$ cat config.mk
export PLATFORM = sky130hd
export DESIGN_NAME = port_config_strap_decode
export DESIGN_NICKNAME = d
export VERILOG_FILES = /design/src/port_cfg_pkg.sv /design/src/l1_ctrl_if.sv /design/src/clkreq_fsm.sv /design/src/port_config_strap_decode.sv
export VERILOG_INCLUDE_DIRS = /design/src
export SDC_FILE = /design/constraint.sdc
export NUM_CORES = 1
export LEC_CHECK = 0
export BUFFER_PORTS_ARGS = -buffer_cell sky130_fd_sc_hd__buf_2
export CAP_MARGIN = 20
export CORE_MARGIN = 2
export CORE_UTILIZATION = 40
export DETAILED_ROUTE_END_ITERATION = 10
export MAX_ROUTING_LAYER = met4
export SKIP_CTS_REPAIR_TIMING = 1
export SLEW_MARGIN = 10
export SYNTH_ARGS = -nofsm -noshare
export SYNTH_HDL_FRONTEND = slang
export SYNTH_SLANG_ARGS = --single-unit
$ cat constraint.sdc
create_clock -name clk -period 2.3 [get_ports clk]
set_clock_uncertainty 0.15 [all_clocks]
set_input_delay 0.46 -clock clk [delete_from_list [all_inputs] [get_ports clk]]
set_output_delay 0.46 -clock clk [all_outputs]
set_load 0.02 [all_outputs]
$ cat src/port_cfg_consts.svh
// port_cfg_consts.svh - offsets, field positions, reset values and timing counts
// assumes: included by bare name from the package and the design modules
`ifndef PORT_CFG_CONSTS_SVH
`define PORT_CFG_CONSTS_SVH

// ****************************************
// clock and timing
// ****************************************
`define CLK_MHZ             50
`define REFCLK_SETTLE_NS    400
`define REFCLK_SETTLE_CYC   ((`REFCLK_SETTLE_NS * `CLK_MHZ + 999) / 1000)
`define SYNC_STAGES         2
`define CNT_W               8

// ****************************************
// register offsets
// ****************************************
`define ADDR_W              8
`define REG_CONFIG          8'h00
`define REG_CONTROL         8'h04
`define REG_L1_STATUS       8'h08

// ****************************************
// config register fields
// ****************************************
`define CFG_SECOND_CHANNEL_ENABLE          0
`define CFG_VC_SHARE        1
`define CFG_POLDET_EN       2
`define CFG_PAYLOAD_LSB     3
`define CFG_PRESENT_LSB     6
`define CFG_COMMON_CLK      8
`define CFG_SLOT_LSB        9
`define CFG_STATUS_MODE     11
`define CFG_VALID           12

// ****************************************
// control and l1 status fields
// ****************************************
`define CTL_L1_ALLOW_LSB    0
`define CTL_RESET           3'h0
`define L1S_PLL_LSB         0
`define L1S_SUB_LSB         3
`define L1S_PIN_LSB         6

// ****************************************
// payload capability encodings
// ****************************************
`define PAYLOAD_256         3'h1
`define PAYLOAD_512         3'h2

`endif

$ cat src/port_cfg_pkg.sv
// port_cfg_pkg.sv - types shared by the strap decoder and the clock request fsm
// assumes: port_cfg_consts.svh is on the include path
`include "port_cfg_consts.svh"

package port_cfg_pkg;

   // ****************************************
   // types
   // ****************************************
   typedef enum logic [1:0] {
      ST_ACTIVE,
      ST_ENTRY,
      ST_SUBSTATE,
      ST_WAKE
   } l1_state_e;

   typedef logic [`CNT_W-1:0] cnt_t;
   typedef logic [2:0]        port_vec_t;

endpackage : port_cfg_pkg

$ cat src/l1_ctrl_if.sv
// l1_ctrl_if.sv - per port clock request handshake between decoder and fsm
// assumes: one clock domain, all signals on clk
`timescale 1ns/10ps

interface l1_ctrl_if;
   port_cfg_pkg::port_vec_t l1_req;
   port_cfg_pkg::port_vec_t l1_allow;
   logic                    substate_mode;
   port_cfg_pkg::port_vec_t pin_low;
   port_cfg_pkg::port_vec_t drive_req;
   port_cfg_pkg::port_vec_t pll_en;
   port_cfg_pkg::port_vec_t in_substate;

   modport ctrl (
      output l1_req,
      output l1_allow,
      output substate_mode,
      output pin_low,
      input  drive_req,
      input  pll_en,
      input  in_substate
   );

   modport fsm (
      input  l1_req,
      input  l1_allow,
      input  substate_mode,
      input  pin_low,
      output drive_req,
      output pll_en,
      output in_substate
   );
endinterface : l1_ctrl_if

$ cat src/clkreq_fsm.sv
// clkreq_fsm.sv - one l1 substate clock request sequencer per port
// assumes: pin_low is already synchronised; clk_en freezes state
`timescale 1ns/10ps
`include "port_cfg_consts.svh"

module clkreq_fsm (
   input  wire logic clk,
   input  wire logic nrst,
   input  wire logic clk_en,
   l1_ctrl_if.fsm    lc
);

   localparam port_cfg_pkg::cnt_t SETTLE = port_cfg_pkg::cnt_t'(`REFCLK_SETTLE_CYC);

   // ****************************************
   // per port sequencers
   // ****************************************
   genvar p;
   generate
      for (p = 0; p < 3; p = p + 1) begin : g_port
         port_cfg_pkg::l1_state_e state;
         port_cfg_pkg::l1_state_e next_state;
         port_cfg_pkg::cnt_t      cnt;

         always_comb begin
            next_state = state;
            case (state)
               port_cfg_pkg::ST_ACTIVE: begin
                  if (lc.substate_mode && lc.l1_req[p] && lc.l1_allow[p]) begin
                     next_state = port_cfg_pkg::ST_ENTRY;
                  end
               end
               port_cfg_pkg::ST_ENTRY: begin
                  // the partner may keep the clock alive by holding the line low
                  if (!lc.l1_req[p] || !lc.substate_mode) begin
                     next_state = port_cfg_pkg::ST_ACTIVE;
                  end else if (!lc.pin_low[p]) begin
                     next_state = port_cfg_pkg::ST_SUBSTATE;
                  end
               end
               port_cfg_pkg::ST_SUBSTATE: begin
                  if (lc.pin_low[p] || !lc.l1_req[p] || !lc.substate_mode) begin
                     next_state = port_cfg_pkg::ST_WAKE;
                  end
               end
               port_cfg_pkg::ST_WAKE: begin
                  if (cnt == SETTLE) begin
                     next_state = port_cfg_pkg::ST_ACTIVE;
                  end
               end
               default: next_state = port_cfg_pkg::ST_ACTIVE;
            endcase
         end

         always_ff @(posedge clk or negedge nrst) begin
            if (!nrst) begin
               state <= port_cfg_pkg::ST_ACTIVE;
            end else if (clk_en) begin
               state <= next_state;
            end
         end

         // wait for the reference clock to settle before the pll is trusted
         always_ff @(posedge clk or negedge nrst) begin
            if (!nrst) begin
               cnt <= '0;
            end else if (clk_en) begin
               if (state == port_cfg_pkg::ST_WAKE) begin
                  cnt <= cnt + port_cfg_pkg::cnt_t'(1);
               end else begin
                  cnt <= '0;
               end
            end
         end

         assign lc.drive_req[p]   = (state == port_cfg_pkg::ST_ACTIVE) ||
                                    (state == port_cfg_pkg::ST_WAKE);
         assign lc.pll_en[p]      = (state == port_cfg_pkg::ST_ACTIVE) ||
                                    (state == port_cfg_pkg::ST_ENTRY);
         assign lc.in_substate[p] = (state == port_cfg_pkg::ST_SUBSTATE);
      end
   endgenerate

endmodule : clkreq_fsm

$ cat src/port_config_strap_decode.sv
// port_config_strap_decode.sv - board strap decoder and shared clock request pins
// assumes: straps and shared pins are asynchronous; core signals are on clk
//
// Implementation choices: the address map and the plain strobed port.
`timescale 1ns/10ps
`include "port_cfg_consts.svh"

module port_config_strap_decode (
   input  wire logic        clk,
   input  wire logic        nrst,
   input  wire logic        clk_en,
   input  wire logic        second_channel_enable,
   input  wire logic        rx_polarity_detect_disable,
   input  wire logic        large_payload_strap,
   input  wire logic [2:1]  slot_presence_n,
   input  wire logic        common_refclk_strap,
   input  wire logic [2:1]  slot_implemented_strap,
   input  wire logic        substate_or_status_select,
   input  wire logic [2:0]  shared_pin_in,
   output logic      [2:0]  shared_pin_out,
   output logic      [2:0]  shared_pin_oe,
   input  wire logic [2:0]  port_link_up,
   input  wire logic [2:0]  l1_entry_req,
   input  wire logic [7:0]  reg_addr,
   input  wire logic [31:0] reg_wdata,
   input  wire logic        reg_wr,
   input  wire logic        reg_rd,
   output logic      [31:0] reg_rdata,
   output logic             config_valid,
   output logic             vc1_enable,
   output logic             vc_resource_share,
   output logic             rx_polarity_detect_en,
   output logic      [2:0]  max_payload_supported,
   output logic      [2:1]  port_present,
   output logic             common_refclk_config,
   output logic      [2:1]  slot_connected,
   output logic             status_mode,
   output logic      [2:0]  pll_enable,
   output logic      [2:0]  l1_substate_active
);

   localparam int STRAP_W = 9;

   // ****************************************
   // synchronisers
   // ****************************************
   logic [STRAP_W-1:0] strap_meta;
   logic [STRAP_W-1:0] strap_sync;
   logic [2:0]         pin_meta;
   logic [2:0]         pin_sync;
   logic [STRAP_W-1:0] strap_raw;

   assign strap_raw = {substate_or_status_select, slot_implemented_strap,
                       common_refclk_strap, slot_presence_n, large_payload_strap,
                       rx_polarity_detect_disable, second_channel_enable};

   // first stage is read only by the second stage
   always_ff @(posedge clk or negedge nrst) begin
      if (!nrst) begin
         strap_meta <= '0;
         strap_sync <= '0;
      end else if (clk_en) begin
         strap_meta <= strap_raw;
         strap_sync <= strap_meta;
      end
   end

   // idle shared line is high, so the synchroniser resets high
   always_ff @(posedge clk or negedge nrst) begin
      if (!nrst) begin
         pin_meta <= 3'h7;
         pin_sync <= 3'h7;
      end else if (clk_en) begin
         pin_meta <= shared_pin_in;
         pin_sync <= pin_meta;
      end
   end

   // ****************************************
   // strap capture after reset release
   // ****************************************
   logic [1:0]         cap_cnt;
   logic [STRAP_W-1:0] strap_hold;

   // capture waits for the synchroniser to fill with post-reset values
   always_ff @(posedge clk or negedge nrst) begin
      if (!nrst) begin
         cap_cnt      <= 2'h0;
         config_valid <= 1'b0;
         strap_hold   <= '0;
      end else if (clk_en && !config_valid) begin
         if (cap_cnt == 2'(`SYNC_STAGES)) begin
            strap_hold   <= strap_sync;
            config_valid <= 1'b1;
         end else begin
            cap_cnt <= cap_cnt + 2'h1;
         end
      end
   end

   // ****************************************
   // decode
   // ****************************************
   logic s_vc1;
   logic s_poldis;
   logic s_pl512;
   logic s_common;
   logic s_select;
   logic [2:1] s_slot_presence_n_n;
   logic [2:1] s_slot;

   assign s_vc1     = strap_hold[0];
   assign s_poldis  = strap_hold[1];
   assign s_pl512   = strap_hold[2];
   assign s_slot_presence_n_n = strap_hold[4:3];
   assign s_common  = strap_hold[5];
   assign s_slot    = strap_hold[7:6];
   assign s_select  = strap_hold[8];

   // decoded values only change at capture, so they stay stable until reset
   always_ff @(posedge clk or negedge nrst) begin
      if (!nrst) begin
         vc1_enable            <= 1'b0;
         vc_resource_share     <= 1'b0;
         rx_polarity_detect_en <= 1'b0;
         max_payload_supported <= `PAYLOAD_256;
         port_present          <= 2'h0;
         common_refclk_config  <= 1'b0;
         slot_connected        <= 2'h0;
         status_mode           <= 1'b0;
      end else if (clk_en) begin
         vc1_enable            <= config_valid & s_vc1;
         vc_resource_share     <= config_valid & ~s_vc1;
         rx_polarity_detect_en <= config_valid & ~s_poldis;
         max_payload_supported <= s_pl512 ? `PAYLOAD_512 : `PAYLOAD_256;
         port_present          <= config_valid ? ~s_slot_presence_n_n : 2'h0;
         common_refclk_config  <= config_valid & s_common;
         slot_connected        <= config_valid ? s_slot : 2'h0;
         status_mode           <= config_valid & s_select;
      end
   end

   // ****************************************
   // registers
   // ****************************************
   logic [2:0] l1_allow;

   always_ff @(posedge clk or negedge nrst) begin
      if (!nrst) begin
         l1_allow <= `CTL_RESET;
      end else if (clk_en && reg_wr && reg_addr == `REG_CONTROL) begin
         l1_allow <= reg_wdata[`CTL_L1_ALLOW_LSB +: 3];
      end
   end

   function automatic logic [31:0] read_mux(input logic [7:0] a);
      logic [31:0] d;
      d = 32'h0;
      case (a)
         `REG_CONFIG: begin
            d[`CFG_SECOND_CHANNEL_ENABLE]                = vc1_enable;
            d[`CFG_VC_SHARE]              = vc_resource_share;
            d[`CFG_POLDET_EN]             = rx_polarity_detect_en;
            d[`CFG_PAYLOAD_LSB +: 3]      = max_payload_supported;
            d[`CFG_PRESENT_LSB +: 2]      = port_present;
            d[`CFG_COMMON_CLK]            = common_refclk_config;
            d[`CFG_SLOT_LSB +: 2]         = slot_connected;
            d[`CFG_STATUS_MODE]           = status_mode;
            d[`CFG_VALID]                 = config_valid;
         end
         `REG_CONTROL: d[`CTL_L1_ALLOW_LSB +: 3] = l1_allow;
         `REG_L1_STATUS: begin
            d[`L1S_PLL_LSB +: 3]          = pll_enable;
            d[`L1S_SUB_LSB +: 3]          = l1_substate_active;
            d[`L1S_PIN_LSB +: 3]          = pin_sync;
         end
         default: d = 32'h0;
      endcase
      return d;
   endfunction : read_mux

   always_ff @(posedge clk or negedge nrst) begin
      if (!nrst) begin
         reg_rdata <= 32'h0;
      end else if (clk_en) begin
         reg_rdata <= reg_rd ? read_mux(reg_addr) : 32'h0;
      end
   end

   // ****************************************
   // clock request sequencing
   // ****************************************
   l1_ctrl_if lc ();

   assign lc.l1_req        = l1_entry_req;
   assign lc.l1_allow      = l1_allow;
   // held strap, not status_mode, so no request cycle slips in before status_mode sets
   assign lc.substate_mode = config_valid & ~s_select;
   assign lc.pin_low       = ~pin_sync;

   clkreq_fsm u_fsm (
      .clk    (clk),
      .nrst   (nrst),
      .clk_en (clk_en),
      .lc     (lc)
   );

   assign pll_enable         = lc.pll_en;
   assign l1_substate_active = lc.in_substate;

   // ****************************************
   // shared pins
   // ****************************************
   logic [2:0] port_state_out;

   always_ff @(posedge clk or negedge nrst) begin
      if (!nrst) begin
         port_state_out <= 3'h0;
      end else if (clk_en) begin
         port_state_out <= port_link_up;
      end
   end

   // clock request is open drain: drive low to assert, release to deassert
   // pins stay released until the select strap has been captured
   always_ff @(posedge clk or negedge nrst) begin
      if (!nrst) begin
         shared_pin_out <= 3'h0;
         shared_pin_oe  <= 3'h0;
      end else if (clk_en) begin
         if (status_mode) begin
            shared_pin_out <= port_state_out;
            shared_pin_oe  <= 3'h7;
         end else if (config_valid && !s_select) begin
            shared_pin_out <= 3'h0;
            shared_pin_oe  <= lc.drive_req;
         end else begin
            shared_pin_out <= 3'h0;
            shared_pin_oe  <= 3'h0;
         end
      end
   end

endmodule : port_config_strap_decode

==> qor.yml, run 1 <==
ff2ff_setup_slack_ns: 0.27
synthAdderAreaFrac: 0.0510
ys_seq_area_frac: 0.522
ys_top_cells_by_area: "dfrtp_1 48%, mux2_2 9.2%, ha_1 5.1%"
cts.clk_slew.worst_paths_ns: 0.07
vias: 3442
drt-total-wl_microns: 9880
ant_nets: 0
dpl.cell_count: 649
cp.arrival_ns: 1.56
syn2layout_area_growth_pct: 16.4
gp_congestion: 0.830
clock_latency_ns: 0.34
synth_xor_area_frac: 0.0125
die-area_sq_mm: 0.0132
finalMaxSlewViolations: 0
die_w_microns: 115
synth_edf_count: 0
min_period_over_period: 0.944
yosysMostFrequentCell: "dfrtp_1"
cts_max_level: 3
cts_root_buffer: "clkbuf_16"
start_kind: "flip-flop"
drt_iter0_markers: 154
hold_path_class: "in2reg"
netlist_instances: 436
slew_headroom: 0.634
ys_top_cells_by_count: "95 x dfrtp_1, 40 x mux2_2, 38 x inv_1, 31 x o21ai_0, 24 x nand2_1"
status: "complete, no violations"
synthSimpleGateAreaFrac: 0.119
clockBufferDepth: 2
post-route-min-period_ns: 2.17
muxShareOfSynthArea: 0.110
grt.overflow.total: 0
tightestPinTransition_ns: 0.547
grt_pass1_wl_microns: 16400
min_path_cells: 2
fin_util: 0.476
cp_cell_sequence: "inv_1, ha_1, or2_2, buf_2"
timing.setup.tns_ns: 0
p_total_w: 0.00566
ios: 120
synth.distinct_cells: 44
antenna_cells: 0
async_reset_ff_frac: 1.00
dr.pass1.iters: 6
slowest_delay_ns: 0.39
cp.required_ns: 1.69
wl_per_cell_microns: 14.8
grt_max_degree: 43
finalNonFillerCells: 666
via_per_inst: 5.17
crit_path_end_kind: "output port"
dp_hpwl_microns: 7350
max_freq_ghz: 0.461
path_max_fanout: 4
rr_worst_depth: 6
ys_warn_count: 0
setup_viol: 0
synth_compound_area_frac: 0.110
yosysTopAreaCellShare: 0.484
synth_top_area_cell: "dfrtp_1"
ys_seq_elements: 102
cts_buffers: 9
fp-row-count: 40
hold_viol: 0
synth_ff_type: "dfrtp_1"
antenna_found_initial: 0
drv_cap: 0
synth_top_family_by_area: "simple AND/OR/NAND/NOR gates"
cts_sinks: 102
peakVddDrop_mv: 0.476
crit_type: "reg2out"
drive_above_1_share: 0.301
syn_area_sq_mm: 0.00491
drc: 0
rsz0062_at_grt: "false"
grt_pass1_vias: 3425
core_area_sq_mm: 0.0120
start_util: 0.409
avgSynthCellArea_sq_um: 11.3
pwr_density_cell_mw_per_mm2: 991
port_buffers: 70
cp_slowest_cell: "dfrtp_1"
nets: 597
power_leakage_nw: 2.70
die_h_microns: 115
cts_tree: "built"
grt.total_usage: 0.163
-- power by group --
group	switching, W	internal [W]	leakage (nW)
clock network	0.000693	0.000859	0.148
logic	0.000966	0.000686	1.26
registers	0.000292	0.00217	1.30
-- area by class of cell --
| type | count | area (sq um) |
|---|---|---|
| clock inverter | 7 | 80.1 |
| timing repair buffer | 83 | 465 |
| inverter | 39 | 146 |
| multi-input combinational | 279 | 2050 |
| fill | 1096 | 6300 |
| sequential | 102 | 2560 |
| tap | 147 | 184 |
| clock buffer | 9 | 225 |
-- state kept, by name, indices dropped and copies added (netlist names), 3 cells and up, named ones only --
register / flops
u_fsm.g_port.cnt: 24
reg_rdata: 13
strap_hold: 9
strap_meta: 9
strap_sync: 9
l1_allow: 3
pin_meta: 3
pin_sync: 3
port_state_out: 3
shared_pin_oe: 3
shared_pin_out: 3
u_fsm.g_port.state: 3
-- cells by family (layout without fill, tap and decap cells) --
family | Yosys count | in the layout
xor gates and xnor gates | 7 | 7
buffers and inverters | 74 | 138
muxes | 49 | 49
other | 1 | 20
AOI/OAI and AO/OA | 81 | 81
DFF | 102 | 102
and+or+nand+nor | 102 | 102
adders and majority gates | 20 | 20
-- worst paths after layout --
check,start,end
max,u_fsm.g_port[2].state[0],pll_enable[2]
min,slot_implemented_strap[2],strap_meta[7]
max reg2reg,u_fsm.g_port[1].cnt[0],flip-flop
min reg2reg,strap_hold[2],max_payload_supported[0]
max in group asynchronous,nrst,pin_sync[0]
min in group asynchronous,nrst,u_fsm.g_port[2].cnt[7]
-- placed cells by master, fill, tap and decap left out, drive strengths merged, types with 4 or more instances in the layout --
cell      n
dfrtp    95
buf      82
inv      41
mux2     40
o21ai    31
nand2    24
ha       20
conb     20
nand3    15
nor2     15
mux2i     9
clkbuf    9
o2bb2ai   8
a22o      8
a22oi     8
nor3      7
a21oi     7
dfstp     7
nor4      6
nand4b    6
a21o      6
nand4     4
xnor2     4
nor4b     4
or3       4
-- per-stage QoR --
step	hold slack (ns)	area [sq um]	worst slack, ns
global placement	0.264	5400	0.152
floorplan	0.0144	4980	0.478
detailed placement	0.266	5400	0.160
global route	0.197	5720	0.0776
finish	0.193	5720	0.129
CTS	-0.105	5710	0.114
-- per-layer routing --
layer,share of wire,GRT usage,vias up
li1,-,-,1653
met1,0.46,0.208,1708
met2,0.48,0.265,71
met3,0.040,0.0258,10
met4,0.015,0.0586,0
met5,0,-,-
-- worst max-delay path: cells and delay by family, from the launching register on --
family	cells	cell delay, ns
DFF	1	0.39
and+or+nand+nor	1	0.31
buffers and inverters	2	0.27
adders and majority gates	1	0.24
Note: power is estimated with default switching activity, not from simulation.
==> run 2: changes to the inputs <==
--- a/config.mk
+++ b/config.mk
@@ -8,7 +8,7 @@
 export LEC_CHECK = 0
 export BUFFER_PORTS_ARGS = -buffer_cell sky130_fd_sc_hd__buf_2
 export CAP_MARGIN = 20
-export CORE_MARGIN = 2
+export CORE_MARGIN = 3
 export CORE_UTILIZATION = 40
 export DETAILED_ROUTE_END_ITERATION = 10
 export MAX_ROUTING_LAYER = met4
==> run 2 against run 1 <==
Against the previous run:
- total power shrank 2.3%
- count of clock-buffer cells in the layout is the same
- routed wire length grew 3.2%
- clock power shrank 9.7%
- first-iteration DRC count shrank 9.7%
- combinational power is essentially flat
- largest cell class unchanged
- largest power group unchanged
==> qor.yml, run 2 (synthesized netlist as in run 1, its figures left out) <==
slew_headroom: 0.608  # -0.0262
fp-row-count: 39  # -2.5%
path_max_fanout: 5  # +1
die_w_microns: 117  # +1.7%
max_freq_ghz: 0.456  # -0.93%
p_seq_frac: 0.446  # +0.012
grt.overflow.total: 0  # unchanged
wl_per_cell_microns: 15.5  # +4.1%
crit_type: "reg2out"
port_buffers: 70  # unchanged
combPwrFrac: 0.300  # +0.008
fillers: 1083  # -1.2%
crit_path_end_kind: "output port"
clockPowerShare: 0.254  # -0.020
mostFrequentLayoutCells: "95 x dfrtp_1, 69 x buf_2, 40 x mux2_2"
drt_iter0_markers: 139  # -9.7%
top_regs: "u_fsm.g_port.cnt: 24 flops, reg_rdata: 13 flops"
cts_sinks: 102  # unchanged
crit_start: "u_fsm.g_port[0].state[0]"
grt_max_degree: 48  # +12%
drc: 0  # unchanged
r2r_start: "u_fsm.g_port[0].cnt[0]"
die_h_microns: 117  # +1.7%
ios: 120  # unchanged
ant_nets: 0  # unchanged
cp_num_buf_inv: 2  # unchanged
p_int_w: 0.00359  # -3.2%
tightestPinTransition_ns: 0.586  # +0.0392 ns
power_switching_w: 0.00194  # -0.75%
gp_congestion: 0.866  # +4.3%
cts_tree: "built"
largest_reg_flops: 24  # unchanged
start_kind: "flip-flop"
dp_hpwl_microns: 7430  # +1.1%
start_util: 0.419  # +0.0105
drive_above_1_share: 0.298  # -0.00271
die-area_sq_mm: 0.0136  # +3.5%
whs_ns: 0.198  # +0.00496 ns
cts.clk_slew.worst_paths_ns: 0.07  # about the same
drv_cap: 0  # unchanged
path_delay_family: "flip-flops"
dpl_cell_area_sq_mm: 0.00541  # about the same
syn2layout_area_growth_pct: 15.9
grt_pass1_wl_microns: 16500  # +0.80%
antenna_found_initial: 0  # unchanged
cts_buffers: 9  # unchanged
hold_viol: 0  # unchanged
status: "complete, no violations"
switching_share: 0.350  # +0.00564
vias: 3432  # -0.29%
drt-total-wl_microns: 10200  # +3.2%
regMostFlops: "u_fsm.g_port.cnt"
clockBufferDepth: 2  # unchanged
detailedPlace.worstSlack_ns: 0.172  # +0.0120 ns
finalInstanceArea_sq_mm: 0.00569  # -0.50%
final_common_cell: "dfrtp_1"
cp_slowest_cell: "dfrtp_1"
min_period_over_period: 0.953  # +0.00887
antenna_cells: 0  # unchanged
cts_max_level: 3  # unchanged
cp.required_ns: 1.69  # about the same
dr.pass1.iters: 4  # -2
min_from: "large_payload_strap"
pwr_density_cell_mw_per_mm2: 972  # -1.9%
grt_pass1_vias: 3333  # -2.7%
via_per_inst: 5.20  # +0.62%
cts_root_buffer: "clkbuf_16"
finalMaxSlewViolations: 0  # unchanged
core_area_sq_mm: 0.0117  # -2.5%
timing.setup.tns_ns: 0  # unchanged
grt.total_usage: 0.160  # -0.00267
clock_latency_ns: 0.34  # about the same
slowest_delay_ns: 0.38  # about the same
worst_slack_ns: 0.109  # -0.0204 ns
cp.arrival_ns: 1.58  # +0.02 ns
setup_viol: 0  # unchanged
peakVddDrop_mv: 0.455  # -4.5%
nets: 595  # -0.34%
hold_path_class: "in2reg"
power_leakage_nw: 2.69  # -0.32%
rsz0062_at_grt: "false"
post-route-min-period_ns: 2.19  # +0.0204 ns
cp_cell_sequence: "inv_1, ha_1, or2_2, buf_2"
==> run 2: area by class of cell <==
class                   count  area (sq um)  area share
flip-flops and latches    102          2560       0.450
multi-input cells         279          2050       0.361
repair buffers             81           475      0.0836
clock buffers               9           225      0.0396
well taps                 143           179      0.0315
inverters                  39           146      0.0257
clock inverters             7          46.3     0.00814
==> run 2: path summary, 6_finish.rpt <==
check / to / slack [ns] / cells after the start
worst min-delay path: strap_meta[2] / 0.20 / 2
worst min register to register: max_payload_supported[0] / 0.28 / 1
max in group asynchronous: pin_meta[0] / 0.87 / 3
min in group asynchronous: u_fsm.g_port[2].cnt[4] / 0.49 / 2
worst max register to register: flip-flop / 0.30 / 6
worst max-delay path: pll_enable[0] / 0.11 / 4
==> run 2: worst register-to-register path, delay by kind of cell (launching register included) <==
kind	cells	cell delay [ns]
and+or+nand+nor	2	0.74
DFF	1	0.40
AOI/OAI and AO/OA	1	0.20
adders and majority gates	1	0.16
muxes	1	0.14
buffers and inverters	1	0.09
==> run 2: metal layers <==
| metal | global-route usage | wire, microns | share of wire | vias up |
|---|---|---|---|---|
| met5 | - | 0 | 0 | - |
| met4 | 0.0466 | 120 | 0.012 | 0 |
| met3 | 0.0334 | 382 | 0.037 | 14 |
| met2 | 0.254 | 5010 | 0.49 | 83 |
| met1 | 0.210 | 4690 | 0.46 | 1687 |
| li1 | - | - | - | 1648 |
==> run 2: power groups by stage <==
stage | registers (W) | logic, W | clock network [W]
3_5_place_dp | 0.00250 | 0.00167 | 0
5_1_grt | 0.00252 | 0.00184 | 0.00152
4_1_cts | 0.00246 | 0.00168 | 0.00145
6_report | 0.00247 | 0.00166 | 0.00140
2_1_floorplan | 0.00257 | 0.00101 | 0
3_3_place_gp | 0.00248 | 0.00163 | 0
==> run 2: stage by stage <==
stage	utilization	std cells	total power, W
5_1_grt	0.486	660	0.00587
4_1_cts	0.485	659	0.00560
3_5_place_dp	0.462	643	0.00416
2_1_floorplan	-	455	0.00358
6_report	0.486	660	0.00553
3_3_place_gp	0.462	643	0.00411
